--- config.mk ---
export PLATFORM = sky130hd
export DESIGN_NAME = can_command_fault_decoder
export DESIGN_NICKNAME = d
export VERILOG_FILES = /design/src/rtl/can_cmd_pkg.sv /design/src/rtl/reply_if.sv /design/src/rtl/reply_framer.sv /design/src/rtl/can_command_fault_decoder.sv
export VERILOG_INCLUDE_DIRS = /design/src /design/src/rtl
export SDC_FILE = /design/constraint.sdc
export NUM_CORES = 1
export LEC_CHECK = 0
export BUFFER_PORTS_ARGS = -buffer_cell sky130_fd_sc_hd__buf_2
export CAP_MARGIN = 0
export CORE_MARGIN = 1.5
export CORE_UTILIZATION = 50
export DETAILED_ROUTE_END_ITERATION = 10
export PLACE_DENSITY_LB_ADDON = 0.1
export SLEW_MARGIN = 5
export SYNTH_ARGS = -nofsm -noshare
export SYNTH_HDL_FRONTEND = slang
export SYNTH_SLANG_ARGS = --single-unit
--- constraint.sdc ---
create_clock -name ref_clk_in -period 3.7 [get_ports ref_clk_in]
set_input_delay 0.37 -clock ref_clk_in [delete_from_list [all_inputs] [get_ports ref_clk_in]]
set_output_delay 0.37 -clock ref_clk_in [all_outputs]
set_load 0.05 [all_outputs]
--- src/rtl/can_cmd_consts.svh ---
// Constants of the CAN command and fault decoder
`ifndef CAN_CMD_CONSTS_SVH
`define CAN_CMD_CONSTS_SVH
`define CAN_ID_REQ_BASE 21'h000c05
`define CAN_ID_RSP_BASE 21'h000c04
`define DLC_WRITE 4'h4
`define DLC_READ 4'h2
`define DLC_REPLY 4'h4
`define CMD_CC 16'h00b0
`define CMD_CV 16'h00b1
`define CMD_CURVE 16'h00b4
`define CMD_UNLOCK 16'h00cf
`define CMD_OPER 16'h0100
`define CMD_MODE 16'h0101
`define CMD_ACV 16'h0102
`define CMD_ACF 16'h0103
`define CMD_FAULT 16'h011e
`define UNLOCK_KEY 16'h574d
`define CURVE_TWO_STAGE 16'h0040
`define MODE_UPS 2'h0
`define MODE_SAVING 2'h1
`define OPER_SW 0
`define OPER_EN 1
`define OPER_CHG 2
`define OPER_RESET 3'h5
`define LOAD_PCT_100 8'h64
`define LOAD_PCT_115 8'h73
`define LOAD_PCT_150 8'h96
`define FLT_OL_LO 0
`define FLT_OL_MID 1
`define FLT_OL_HI 2
`define FLT_LOW_FLAGS 3
`define FLT_HIGH_FLAGS 8
`define FLT_USED 13
`endif

--- src/rtl/can_cmd_pkg.sv ---
// Types shared by the CAN command decoder modules
`default_nettype none
package can_cmd_pkg;
	typedef logic [15:0] word_t;
	typedef enum logic [0:0] {
		TX_IDLE = 1'b0,
		TX_BUSY = 1'b1
	} tx_state_e;
endpackage
`default_nettype wire

--- src/rtl/reply_if.sv ---
// Reply request carrier between decoder and framer
`default_nettype none
interface reply_if;
	import can_cmd_pkg::*;
	logic valid;
	logic ready;
	logic [7:0] addr;
	word_t cmd;
	word_t data;
	modport src(output valid, addr, cmd, data, input ready);
	modport snk(input valid, addr, cmd, data, output ready);
endinterface
`default_nettype wire

--- src/rtl/reply_framer.sv ---
// Builds and holds the reply frame toward the CAN controller
`include "can_cmd_consts.svh"
`default_nettype none
module reply_framer
	import can_cmd_pkg::*;
(
	input wire logic ref_clk_in,
	input wire logic reset_n_in,
	reply_if.snk rq,
	input wire logic tx_ready_in,
	output logic tx_valid_out,
	output logic [28:0] tx_id_out,
	output logic [3:0] tx_dlc_out,
	output logic [31:0] tx_data_out
);
	typedef struct packed {
		tx_state_e st;
		logic valid;
		logic [28:0] id;
		logic [31:0] data;
	} frm_s;

	frm_s s_r;
	frm_s s_nxt;

	////////////////////////////////////////////////////////////////////
	// Take a request when idle, hold the frame until the controller
	always_comb begin
		s_nxt = s_r;
		case (s_r.st)
			TX_IDLE: begin
				if (rq.valid) begin
					s_nxt.st = TX_BUSY;
					s_nxt.valid = 1'b1;
					s_nxt.id = {`CAN_ID_RSP_BASE, rq.addr};
					s_nxt.data = {rq.data, rq.cmd};
				end
			end
			TX_BUSY: begin
				if (tx_ready_in) begin
					s_nxt.st = TX_IDLE;
					s_nxt.valid = 1'b0;
				end
			end
			default: begin
				s_nxt.st = TX_IDLE;
				s_nxt.valid = 1'b0;
			end
		endcase
	end

	always_ff @(posedge ref_clk_in or negedge reset_n_in) begin
		if (!reset_n_in) begin
			s_r <= '0;
		end else begin
			s_r <= s_nxt;
		end
	end

	assign rq.ready = (s_r.st == TX_IDLE);
	assign tx_valid_out = s_r.valid;
	assign tx_id_out = s_r.id;
	assign tx_dlc_out = `DLC_REPLY;
	assign tx_data_out = s_r.data;
endmodule // reply_framer
`default_nettype wire

--- src/rtl/can_command_fault_decoder.sv ---
// Top of the CAN command interpreter and fault word reporter
`include "can_cmd_consts.svh"
`default_nettype none
module can_command_fault_decoder
	import can_cmd_pkg::*;
#(
	parameter word_t CC_RESET = 16'h0000,
	parameter word_t CV_RESET = 16'h0000,
	parameter word_t CURVE_RESET = 16'h0000,
	parameter word_t ACV_RESET = 16'h0000,
	parameter word_t ACF_RESET = 16'h0000,
	parameter logic [1:0] MODE_RESET = 2'h0
)(
	input wire logic ref_clk_in,
	input wire logic reset_n_in,
	input wire logic [7:0] unit_addr_in,
	input wire logic rx_valid_in,
	input wire logic [28:0] rx_id_in,
	input wire logic [3:0] rx_dlc_in,
	input wire logic [31:0] rx_data_in,
	output logic rx_ready_out,
	input wire logic tx_ready_in,
	output logic tx_valid_out,
	output logic [28:0] tx_id_out,
	output logic [3:0] tx_dlc_out,
	output logic [31:0] tx_data_out,
	input wire logic [7:0] load_pct_in,
	input wire logic [9:0] fault_flags_in,
	input wire logic restart_in,
	output logic [15:0] fault_status_word_out,
	output logic ac_output_on_out,
	output logic charger_enable_out,
	output logic energy_saving_out,
	output logic two_stage_charge_out,
	output logic [15:0] charge_current_out,
	output logic [15:0] charge_voltage_out,
	output logic [15:0] output_voltage_out,
	output logic [15:0] output_frequency_out,
	output logic settings_unlocked_out,
	output logic restart_pending_out
);

	////////////////////////////////////////////////////////////////////
	// Refuse reset values the mode field cannot hold
	generate
		if (MODE_RESET[1]) begin : g_bad_mode
			$error("MODE_RESET must be UPS or saving");
		end
	endgenerate

	typedef struct packed {
		logic [7:0] addr_meta;
		logic [7:0] addr_sync;
		word_t cc;
		word_t cv;
		word_t curve;
		word_t acv_stored;
		word_t acf_stored;
		word_t acv_active;
		word_t acf_active;
		logic [2:0] oper;
		logic [1:0] mode;
		logic unlocked;
		logic [12:0] fault;
		logic pend;
		word_t pend_cmd;
		word_t pend_data;
		logic rx_ready;
		logic ac_on;
		logic two_stage;
		logic restart_pend;
	} dec_s;

	localparam dec_s RESET_S = '{
		addr_meta: 8'h00,
		addr_sync: 8'h00,
		cc: CC_RESET,
		cv: CV_RESET,
		curve: CURVE_RESET,
		acv_stored: ACV_RESET,
		acf_stored: ACF_RESET,
		acv_active: ACV_RESET,
		acf_active: ACF_RESET,
		oper: `OPER_RESET,
		mode: MODE_RESET,
		unlocked: 1'b0,
		fault: 13'h0000,
		pend: 1'b0,
		pend_cmd: 16'h0000,
		pend_data: 16'h0000,
		rx_ready: 1'b1,
		ac_on: 1'b1,
		two_stage: 1'b0,
		restart_pend: 1'b0
	};

	dec_s s_r;
	dec_s s_nxt;
	reply_if rq();

	logic id_hit;
	logic take;
	logic wr_acc;
	logic rd_acc;
	word_t rx_cmd;
	word_t rx_wdata;
	word_t rd_val;

	////////////////////////////////////////////////////////////////////
	// Frame decode; payload arrives low byte first in byte 0
	assign rx_cmd = rx_data_in[15:0];
	assign rx_wdata = rx_data_in[31:16];
	// Base and own address both must match
	assign id_hit = (rx_id_in[28:8] == `CAN_ID_REQ_BASE) &&
		(rx_id_in[7:0] == s_r.addr_sync);
	// Extended identifier only; bit timing lives in the controller
	assign take = rx_valid_in && s_r.rx_ready && id_hit;
	assign wr_acc = take && (rx_dlc_in == `DLC_WRITE);
	assign rd_acc = take && (rx_dlc_in == `DLC_READ);

	////////////////////////////////////////////////////////////////////
	// Read value per command; unknown and write-only items read zero
	always_comb begin
		case (rx_cmd)
			`CMD_CC: rd_val = s_r.cc;
			`CMD_CV: rd_val = s_r.cv;
			`CMD_CURVE: rd_val = s_r.curve;
			`CMD_OPER: rd_val = {13'h0000, s_r.oper};
			`CMD_MODE: rd_val = {14'h0000, s_r.mode};
			`CMD_ACV: rd_val = s_r.acv_stored;
			`CMD_ACF: rd_val = s_r.acf_stored;
			`CMD_FAULT: rd_val = {3'h0, s_r.fault};
			default: rd_val = 16'h0000;
		endcase
	end

	////////////////////////////////////////////////////////////////////
	// Next state of the whole decoder
	always_comb begin
		s_nxt = s_r;
		// Address straps come from pins: two flops first
		s_nxt.addr_meta = unit_addr_in;
		s_nxt.addr_sync = s_r.addr_meta;

		// Fault bits are live levels; reads never touch them
		s_nxt.fault[`FLT_OL_LO] = (load_pct_in >= `LOAD_PCT_100) &&
			(load_pct_in < `LOAD_PCT_115);
		s_nxt.fault[`FLT_OL_MID] = (load_pct_in >= `LOAD_PCT_115) &&
			(load_pct_in < `LOAD_PCT_150);
		s_nxt.fault[`FLT_OL_HI] = (load_pct_in >= `LOAD_PCT_150);
		s_nxt.fault[7:`FLT_LOW_FLAGS] = fault_flags_in[4:0];
		s_nxt.fault[12:`FLT_HIGH_FLAGS] = fault_flags_in[9:5];

		// Restart applies stored voltage and frequency
		if (restart_in) begin
			s_nxt.acv_active = s_r.acv_stored;
			s_nxt.acf_active = s_r.acf_stored;
			s_nxt.unlocked = 1'b0;
		end

		// Writes; charge values kept as 0.01-unit counts
		if (wr_acc) begin
			case (rx_cmd)
				`CMD_CC: s_nxt.cc = rx_wdata;
				`CMD_CV: s_nxt.cv = rx_wdata;
				`CMD_CURVE: s_nxt.curve = rx_wdata;
				`CMD_UNLOCK: begin
					if (rx_wdata == `UNLOCK_KEY) begin
						s_nxt.unlocked = 1'b1;
					end
				end
				`CMD_OPER: s_nxt.oper = rx_wdata[2:0];
				`CMD_MODE: begin
					// Reserved codes 10 and 11 are dropped
					if (rx_wdata[15:1] == 15'h0000) begin
						s_nxt.mode = rx_wdata[1:0];
					end
				end
				`CMD_ACV: begin
					if (s_r.unlocked) begin
						s_nxt.acv_stored = rx_wdata;
					end
				end
				`CMD_ACF: begin
					if (s_r.unlocked) begin
						s_nxt.acf_stored = rx_wdata;
					end
				end
				default: begin
				end
			endcase
		end

		// Pending flag shows a stored setting still waits for restart
		s_nxt.restart_pend = (s_nxt.acv_stored != s_nxt.acv_active) ||
			(s_nxt.acf_stored != s_nxt.acf_active);

		// Reply hand-off; a new read overlaps only after the take
		if (s_r.pend && rq.ready) begin
			s_nxt.pend = 1'b0;
		end
		if (rd_acc) begin
			s_nxt.pend = 1'b1;
			s_nxt.pend_cmd = rx_cmd;
			s_nxt.pend_data = rd_val;
		end
		// Stall the receiver until the framer takes the pending reply
		s_nxt.rx_ready = !s_nxt.pend;

		// Switch obeys only with remote enable; else output stays on
		s_nxt.ac_on = s_r.oper[`OPER_EN] ?
			s_r.oper[`OPER_SW] : 1'b1;
		s_nxt.two_stage = (s_r.curve == `CURVE_TWO_STAGE);
	end

	always_ff @(posedge ref_clk_in or negedge reset_n_in) begin
		if (!reset_n_in) begin
			s_r <= RESET_S;
		end else begin
			s_r <= s_nxt;
		end
	end

	////////////////////////////////////////////////////////////////////
	// Reply framing and the registered outputs
	assign rq.valid = s_r.pend;
	assign rq.addr = s_r.addr_sync;
	assign rq.cmd = s_r.pend_cmd;
	assign rq.data = s_r.pend_data;

	reply_framer u_framer (
		.ref_clk_in(ref_clk_in),
		.reset_n_in(reset_n_in),
		.rq(rq),
		.tx_ready_in(tx_ready_in),
		.tx_valid_out(tx_valid_out),
		.tx_id_out(tx_id_out),
		.tx_dlc_out(tx_dlc_out),
		.tx_data_out(tx_data_out)
	);

	assign rx_ready_out = s_r.rx_ready;
	assign fault_status_word_out = {3'h0, s_r.fault};
	assign ac_output_on_out = s_r.ac_on;
	assign charger_enable_out = s_r.oper[`OPER_CHG];
	assign energy_saving_out = s_r.mode[0];
	assign two_stage_charge_out = s_r.two_stage;
	assign charge_current_out = s_r.cc;
	assign charge_voltage_out = s_r.cv;
	assign output_voltage_out = s_r.acv_active;
	assign output_frequency_out = s_r.acf_active;
	assign settings_unlocked_out = s_r.unlocked;
	assign restart_pending_out = s_r.restart_pend;
endmodule // can_command_fault_decoder
`default_nettype wire

# Word-level counts from Yosys, hierarchy flattened
# Index checks and enable logic that the tools add are counted.
classes:
  magnitude_cmp: 5
  n_eq_ne: 19
  muxes: 17
  n_bitwise: 1
  reduce_logical: 18
ops:
  columns: ["operator", "n"]
  rows:
  - ["$pmux W16 S8", 1]
  - ["$eq A16 B9 Y1 const B", 5]
  - ["$eq A16 B8 Y1 const B", 4]
  - ["$mux W16", 4]
  - ["$mux W32", 2]
  - ["$mux W63", 1]
  - ["$mux W33", 1]
  - ["$ne A16 B16 Y1", 2]
  - ["$eq A21 B12 Y1 const B", 1]
  - ["$eq A16 B15 Y1 const B", 1]
  - ["$eq A16 B7 Y1 const B", 1]
  - ["$ge A8 B7 Y1 const B", 2]
  - ["$logic_not A15 Y1", 1]
  - ["$reduce_and A2 Y1", 6]
  - ["$eq A8 B8 Y1", 1]
  - ["$ge A8 B8 Y1 const B", 1]
  - ["$logic_and A1 B1 Y1", 8]
  - ["$lt A8 B7 Y1 const B", 1]
  - ["$lt A8 B8 Y1 const B", 1]
  - ["$mux W1", 6]
  - ["$eq A4 B2 Y1 const B", 1]
  - ["$eq A4 B3 Y1 const B", 1]
  - ["$ne A2 B2 Y1 const B", 2]
  - ["$pmux W2 S2", 1]
  - ["other kinds (5)", 5]
word_totals:
  register_bits: 227
  in_bits: 96
  output_inout_bits: 153
  wordCells: 84

# Depth between registers and ports, before layout
# Gate-level depths: netlist of the first run.
depth:
  ltp_word: 7
  depth_mapped: 11
  mapped_depth_nobuf: 8

# By module
# Synthesis of the first run repeated with hierarchy kept, for this count alone.
unflattened:
  cells_unflattened: 981
  hier_area_um2: 11519.8
by_module_without_submodules:
  columns: ["mod", "instances", "cells_each", "area_per_inst_um2", "seq_area_each_um2"]
  rows:
  - ["can_command_fault_decoder", 1, 819, 9258.9, 4609.4]
  - ["reply_framer", 1, 162, 2260.9, 1076.0]

# Worst setup path before layout of the first run
# No wires, ideal clock.
synth_path:
  kind: "input port to flip-flop"
  from: "input port rx_data_in[4]"
  to: "register s_r (netlist bit restart_pending_out)"
  setup_time_ns: 0.140
  t_arrival_ns: 3.294
  required_time_ns: 3.560
  slack_ns: 0.267
  path_stages: 10
  n_path_buf: 2
  path_cell_list: "or4b_2 or4_1 or4_1 clkbuf_1 nor2_2 buf_2 mux2_1 xor2_1 nor4_1 nand4_1"
synth_rtl:
  columns: ["item", "line_no", "rtl"]
  rows:
  - ["start: declaration", "can_command_fault_decoder.sv:20", "input wire logic [31:0] rx_data_in,"]
  - ["end signal: assignment", "can_command_fault_decoder.sv:220", "s_r <= s_nxt;"]
  - ["end: declaration", "can_command_fault_decoder.sv:97", "dec_s s_r;"]

==> summary.txt, run 1 <==
Global routing
  • Initial antenna violation count: 1
  • Vias in the first global route: 7,837
  • Largest net degree at the start of global routing: 111
  • Tot GR Track Use: 25.2%
  • Global-route wire length before repair: around 46,000 um
  • Gr ovfl total: 0

STA
  • Worst Max-Slew Pin Slew: roughly 1.0 ns
  • Worst Setup Slack, final: approximately 0.32 ns
  • Pins over their slew limit: 0
  • Final setup fails: 0
  • Tcrit/Tclk final: 91.4%
  • Unrepaired setup endpoints after global routing: no
  • Max transition margin: 30.7%
  • Setup TNS: 0 ns
  • Max Freq: between 0.2 and 0.3 GHz
  • Hold_ws: 0.0485 ns
  • Post-layout minimum cycle time: 3.38 ns
  • Layout Skew: approximately 0.013 ns
  • Final hold vios: 0

Worst setup path
  • Critical path arrival: 3.76 ns
  • Worst R2R Path Depth: 9
  • Top cell family by delay on the critical path: simple AND/OR/NAND/NOR gates
  • Setup crit end kind: flop
  • CP cell instances: nor4bb_1 -> nand4_1 -> or4_1 -> buf_4 -> or4_1 -> o211ai_1 -> nand4_1 -> nor4_1 -> nand4_1
  • Startpoint class of the critical path: flop
  • WP buf/inv: 1
  • CP most frequent cell: nand4_1
  • R2R setup slack: around 0.32 ns
  • Worst R2R End: restart_pending_out
  • Worst path max stage delay: 0.68 ns
  • Critical setup path kind: reg -> reg
  • Worst flop-to-flop path startpoint: rx_ready_out
  • Req. time, crit path: approximately 4.1 ns
  • Slowest CP cell: or4_1
  • Largest fanout on the critical path: 32

Logic synthesis
  • Post-Synthesis Cells: 1,040
  • Top-area cell type share of the netlist area: 49.5%
  • Seq/Total Area, Yosys: 50.4%
  • Synth warnings: 0
  • Top post-synthesis cells by area: dfrtp_1 (49%), mux2_2 (14%), buf_4 (9.6%)
  • Avg Cell Area, Syn: 10.8 sq um
  • Distinct cells, synth: 55
  • Most used DFF post-synth: dfrtp_1
  • Post-synth top area cell: dfrtp_1
  • FFs w/ async S/R, synth: between 90% and 100%
  • Synth Register Bits: 227
  • EDFF count, synth: 0
  • Cell Area, Synth: ~11,000 sq um

Routing
  • Final wirelength: 29,600 um
  • DRT iter0 DRCs: 522
  • TritonRoute pass-1 iters: 8
  • Post-route DRC violation count: 17
  • Detailed-route wire length per cell: 20.3 um
  • DR vias: 8,066
  • Post-route ant nets: 0
  • Vias/cell: between 5 and 6

Layout
  • Layout cells sized above 1: 39.0%
  • Most common cell after layout, fill and taps aside: dfrtp_1
  • Nets: 1,255
  • Multi-input gate area: 4380 sq um
  • Reg area: 5690 sq um
  • Fill count: between 1,500 and 2,000
  • Area Growth Syn to Fin: 14.2%
  • Most frequent cells in the layout: dfrtp_1 (223), buf_2 (222), nand2_1 (150), mux2_2 (140), nor2_1 (41)

Clocking
  • Max Root-Sink Buffers: 3
  • CTS root buf: clkbuf_16
  • CTS buffer count: 25
  • Skew-Pair Late Insertion Delay: 0.52 ns
  • Post-cts sizing count: 0
  • CTS tree: yes
  • CTS H-tree depth: 1
  • # hold bufs at CTS: 19
  • Setup Fix Bufs, Post-CTS: 0
  • Clock transition at path regs: 0.06 ns
  • Clock sink total: 227

Die
  • Top-Level Pins: 249
  • Starting density of the core: 51.4%
  • Die area: 23,500 sq um
  • Core area: roughly 22,000 sq um
  • Die Y: ~150 um
  • Die W: 153 um
  • Row cnt: 54

Power and ir drop
  • Power per cell area: 433 nW/um^2
  • Leak pwr: 6.63 nW
  • Max IR drop VDD: between 0.0003 and 0.0004 V

Min path
  • Hold Crit Depth: 2
  • Min-delay worst type: in -> reg
  • Worst Hold Path EP: u_framer.s_r[62]
  • Worst hold start: tx_ready_in

Place
  • Gpl congestion: 0.879
  • Post-DP HPWL: 21,600 um
  • Port Buffer Count: between 200 and 250
  • Dpl ws: 0.0131 ns

Run
  • Maxcap violations: 0

Run status
  • Status: finished with violations
  • Failing checks: DRC
==> cell usage after synthesis, drive strengths merged, types with 4 or more instances <==
cell,instances
xor2,12
nor4,23
o22ai,14
xnor2,4
a221oi,12
a222oi,6
nand2,151
nand2b,7
buf,156
dfrtp,223
a221o,10
and3,5
mux2,141
inv,6
nor2,42
clkbuf,45
nand3,4
or4,19
o211ai,29
nor3,8
nand4,12
o31ai,5
and2,23
dfstp,4
a22o,10
a21o,4
a21oi,8
o21ai,24
or2,8
==> cell type report <==
class | count | share of cell area (%)
flip-flops and latches | 227 | 44.1
diodes | 1 | 0.0194
inverters | 6 | 0.175
clock buffers | 31 | 5.34
clock inverters | 13 | 1.52
repair buffers | 270 | 12.1
well taps | 280 | 2.72
multi-input cells | 629 | 34.0
==> sequential cells by signal (all words and copies together), names as in the netlist, 8 cells and up <==
register               cells
charge_current_out        16
charge_voltage_out        16
fault_status_word_out     13
output_frequency_out      16
output_voltage_out        16
rq.addr                    8
rq.cmd                    16
rq.data                   16
s_nxt                      8
s_r                       51
u_framer.tx_data_out      32
u_framer.tx_id_out         9
==> where the power goes <==
group | internal (mW) | switching [mW]
registers | 2.51 | 0.0176
logic | 0.104 | 0.291
clock network | 1.66 | 0.999
total | 4.28 | 1.31
==> worst max-delay path by stage <==
stage               cells past startpoint  slack, ns            from             endpoint
floorplan                              10       0.27   rx_data_in[4]  restart_pending_out
global placement                       10       0.07  rx_data_in[13]  restart_pending_out
detailed placement                     10       0.01  rx_data_in[13]  restart_pending_out
CTS                                     9       0.30    rx_ready_out  restart_pending_out
global route                            9       0.02    rx_ready_out  restart_pending_out
finish                                  9       0.32    rx_ready_out  restart_pending_out
==> worst register-to-register path, delay by kind of cell (launching register included) <==
family                 cells  cell delay [ns]
flip-flops                 1             0.52
AND/OR/NAND/NOR            7             2.35
AO/OA/AOI/OAI              1             0.11
buffers and inverters      1             0.28
==> cells by family after synthesis <==
kind of cell / count (synthesis) / share of synthesized area (%)
AOI/OAI and AO/OA: 131 / 8.45
xor gates and xnor gates: 16 / 1.24
buffers and inverters: 207 / 11.9
DFF: 227 / 50.4
muxes: 143 / 14.2
other: 2 / 0.0666
and+or+nand+nor: 314 / 13.7
==> through the flow <==
| step | cell area, sq um | utilization (%) | instances | power (mW) |
|---|---|---|---|---|
| CTS | 12900 | 58.7 | 1456 | 5.64 |
| global placement | 11800 | 53.8 | 1393 | 2.95 |
| floorplan | 11400 | - | 1063 | 2.83 |
| global route | 12900 | 58.7 | 1457 | 5.77 |
| detailed placement | 11800 | 53.8 | 1393 | 2.96 |
| finish | 12900 | 58.7 | 1457 | 5.59 |
==> per-layer routing <==
metal	part of all wire [%]	global-route usage (%)
met5	0	0
met4	3.3	8.59
met3	6.1	3.20
met2	45	38.7
met1	46	36.8
No activity file was read; power rests on OpenSTA's default activity.
==> inputs of run 2 (changes only) <==
Settings changed: REMOVE_ABC_BUFFERS from default to 1.
==> summary.txt, run 2 (synthesis results as in run 1) <==
STA
  • Pins over their slew limit: 0
  • Post-layout minimum cycle time: ~3.4 ns
  • Worst Max-Slew Pin Slew: 1.08 ns
  • Final hold vios: 0
  • Hold_ws: about 0.050 ns
  • Max Freq: between 0.2 and 0.3 GHz
  • Setup TNS: 0 ns
  • Layout Skew: 0.0144 ns
  • Tcrit/Tclk final: between 90% and 100%
  • Unrepaired setup endpoints after global routing: no
  • Final setup fails: 0
  • Max transition margin: 27.9%
  • Worst Setup Slack, final: around 0.32 ns

Clocking
  • CTS H-tree depth: 1
  • Setup Fix Bufs, Post-CTS: 0
  • CTS tree: yes
  • Max Root-Sink Buffers: 3
  • Clock sink total: 227
  • Skew-Pair Late Insertion Delay: 0.52 ns
  • Clock transition at path regs: 0.06 ns
  • CTS root buf: clkbuf_16
  • CTS buffer count: 25

Die
  • Die area: 23,500 sq um
  • Row cnt: between 50 and 60
  • Top-Level Pins: 249
  • Core area: approximately 22,000 sq um
  • Die Y: between 150 and 200 um
  • Starting density of the core: 51.4%
  • Die W: 153 um

Power and ir drop
  • Leak pwr: ~6.6 nW
  • Power per cell area: 414 nW/um^2
  • Total Power: 5.29 mW
  • Max IR drop VDD: ~0.00036 V

Layout
  • Post-Route Utilization: 58.2%
  • Ant. Diodes: 0
  • Non-Filler Instances: 1,458
  • Area Growth Syn to Fin: 13.4%
  • Non-Filler Cell Area, Final: 12,800 sq um
  • Nets: ~1,300
  • Fill count: 1,908
  • Largest Register: s_r
  • Most frequent cells in the layout: dfrtp_1 (223), buf_2 (222), nand2_1 (150), mux2_2 (140), nor2_1 (41)
  • Layout cells sized above 1: 38.5%
  • Max FFs per register: ~50
  • Most common cell after layout, fill and taps aside: dfrtp_1

Min path
  • Min-delay worst type: in -> reg

Worst setup path
  • Req. time, crit path: 4.08 ns
  • Startpoint class of the critical path: flop
  • Largest fanout on the critical path: 35
  • R2R setup slack: 0.32 ns
  • Critical setup path kind: reg -> reg
  • Critical path arrival: between 3 and 4 ns
  • Setup crit end kind: flop

Place
  • Area after DPL: 11,800 sq um
  • Placed Cells: 1,394
  • Gpl congestion: about 0.86
  • Dpl ws: roughly 0.016 ns
  • Post-DP HPWL: 20,700 um
  • Port Buffer Count: 223

Routing
  • DR vias: 8,046
  • Post-route DRC violation count: 14
  • Final wirelength: 29,000 um
  • Detailed-route wire length per cell: 19.9 um
  • DRT iter0 DRCs: approximately 600
  • Vias/cell: 5.52
  • TritonRoute pass-1 iters: 9
  • Post-route ant nets: 0

Global routing
  • Tot GR Track Use: approximately 25%
  • Initial antenna violation count: 0
  • Gr ovfl total: 0
  • Global-route wire length before repair: 46,000 um
  • Vias in the first global route: 8,096
  • Largest net degree at the start of global routing: 106

Run status
  • Status: finished with violations
  • Failing checks: DRC

Run
  • Maxcap violations: 0
run 2: cell count changes in the layout (fill, tap and decap cells not counted):
cell        change
buf_4           +1
bufinv_16       -4
clkbuf_1        +8
clkinv_2        -1
clkinv_4        -1
clkinvlp_4      -1
diode_2         -1
nor4b_2         -1
nor4b_4         +1
run 2: path summary, 6_finish.rpt:
| kind | start | cells after the start | endpoint |
|---|---|---|---|
| max reg2reg | rx_ready_out | 10 | restart_pending_out |
| min | tx_ready_in | 2 | u_framer.s_r[62] |
| max | rx_ready_out | 10 | restart_pending_out |
| max in group asynchronous | reset_n_in | 3 | u_framer.tx_data_out[26] |
| min in group asynchronous | reset_n_in | 2 | u_framer.tx_data_out[14] |
| min reg2reg | s_nxt[173] | 0 | rq.addr[5] |
run 2: critical path, cell delays in order, from the launching register on:
cell	delay [ns]
dfstp_2	0.53
nor4bb_1	0.28
nand4_1	0.28
or4_1	0.64
buf_12	0.20
or2_1	0.36
buf_4	0.22
o211ai_1	0.22
nand4_1	0.12
nor4_1	0.25
nand4_1	0.13
run 2: power by group:
group,total (mW),switching [mW],internal (mW)
combinational,0.392,0.289,0.103
sequential,2.53,0.0147,2.51
clock,2.37,0.976,1.40
total,5.29,1.28,4.01
run 2: layer usage:
| metal | global-route usage, % | vias up | wire length, um |
|---|---|---|---|
| met5 | 0 | - | 0 |
| met4 | 6.72 | 0 | 557 |
| met3 | 3.23 | 34 | 1780 |
| met2 | 41.1 | 279 | 13600 |
| met1 | 35.4 | 3988 | 13100 |
| li1 | - | 3745 | - |
run 2: layout make-up:
class                           count  area (sq um)  area share, %
Sequential cell                   227          5690           44.5
Multi-Input combinational cell    629          4390           34.3
Timing Repair Buffer              271          1570           12.3
Clock buffer                       39           718           5.62
Tap cell                          280           350           2.74
Clock inverter                      6          55.1          0.430
Inverter                            6          22.5          0.176
run 2: what timing repair did:
item / CTS / global route
endpoints found under the hold margin: 116 / 0
hold buffers: 19 / 0
gates resized for setup: 0 / 0
endpoints found under the setup margin: 0 / 0
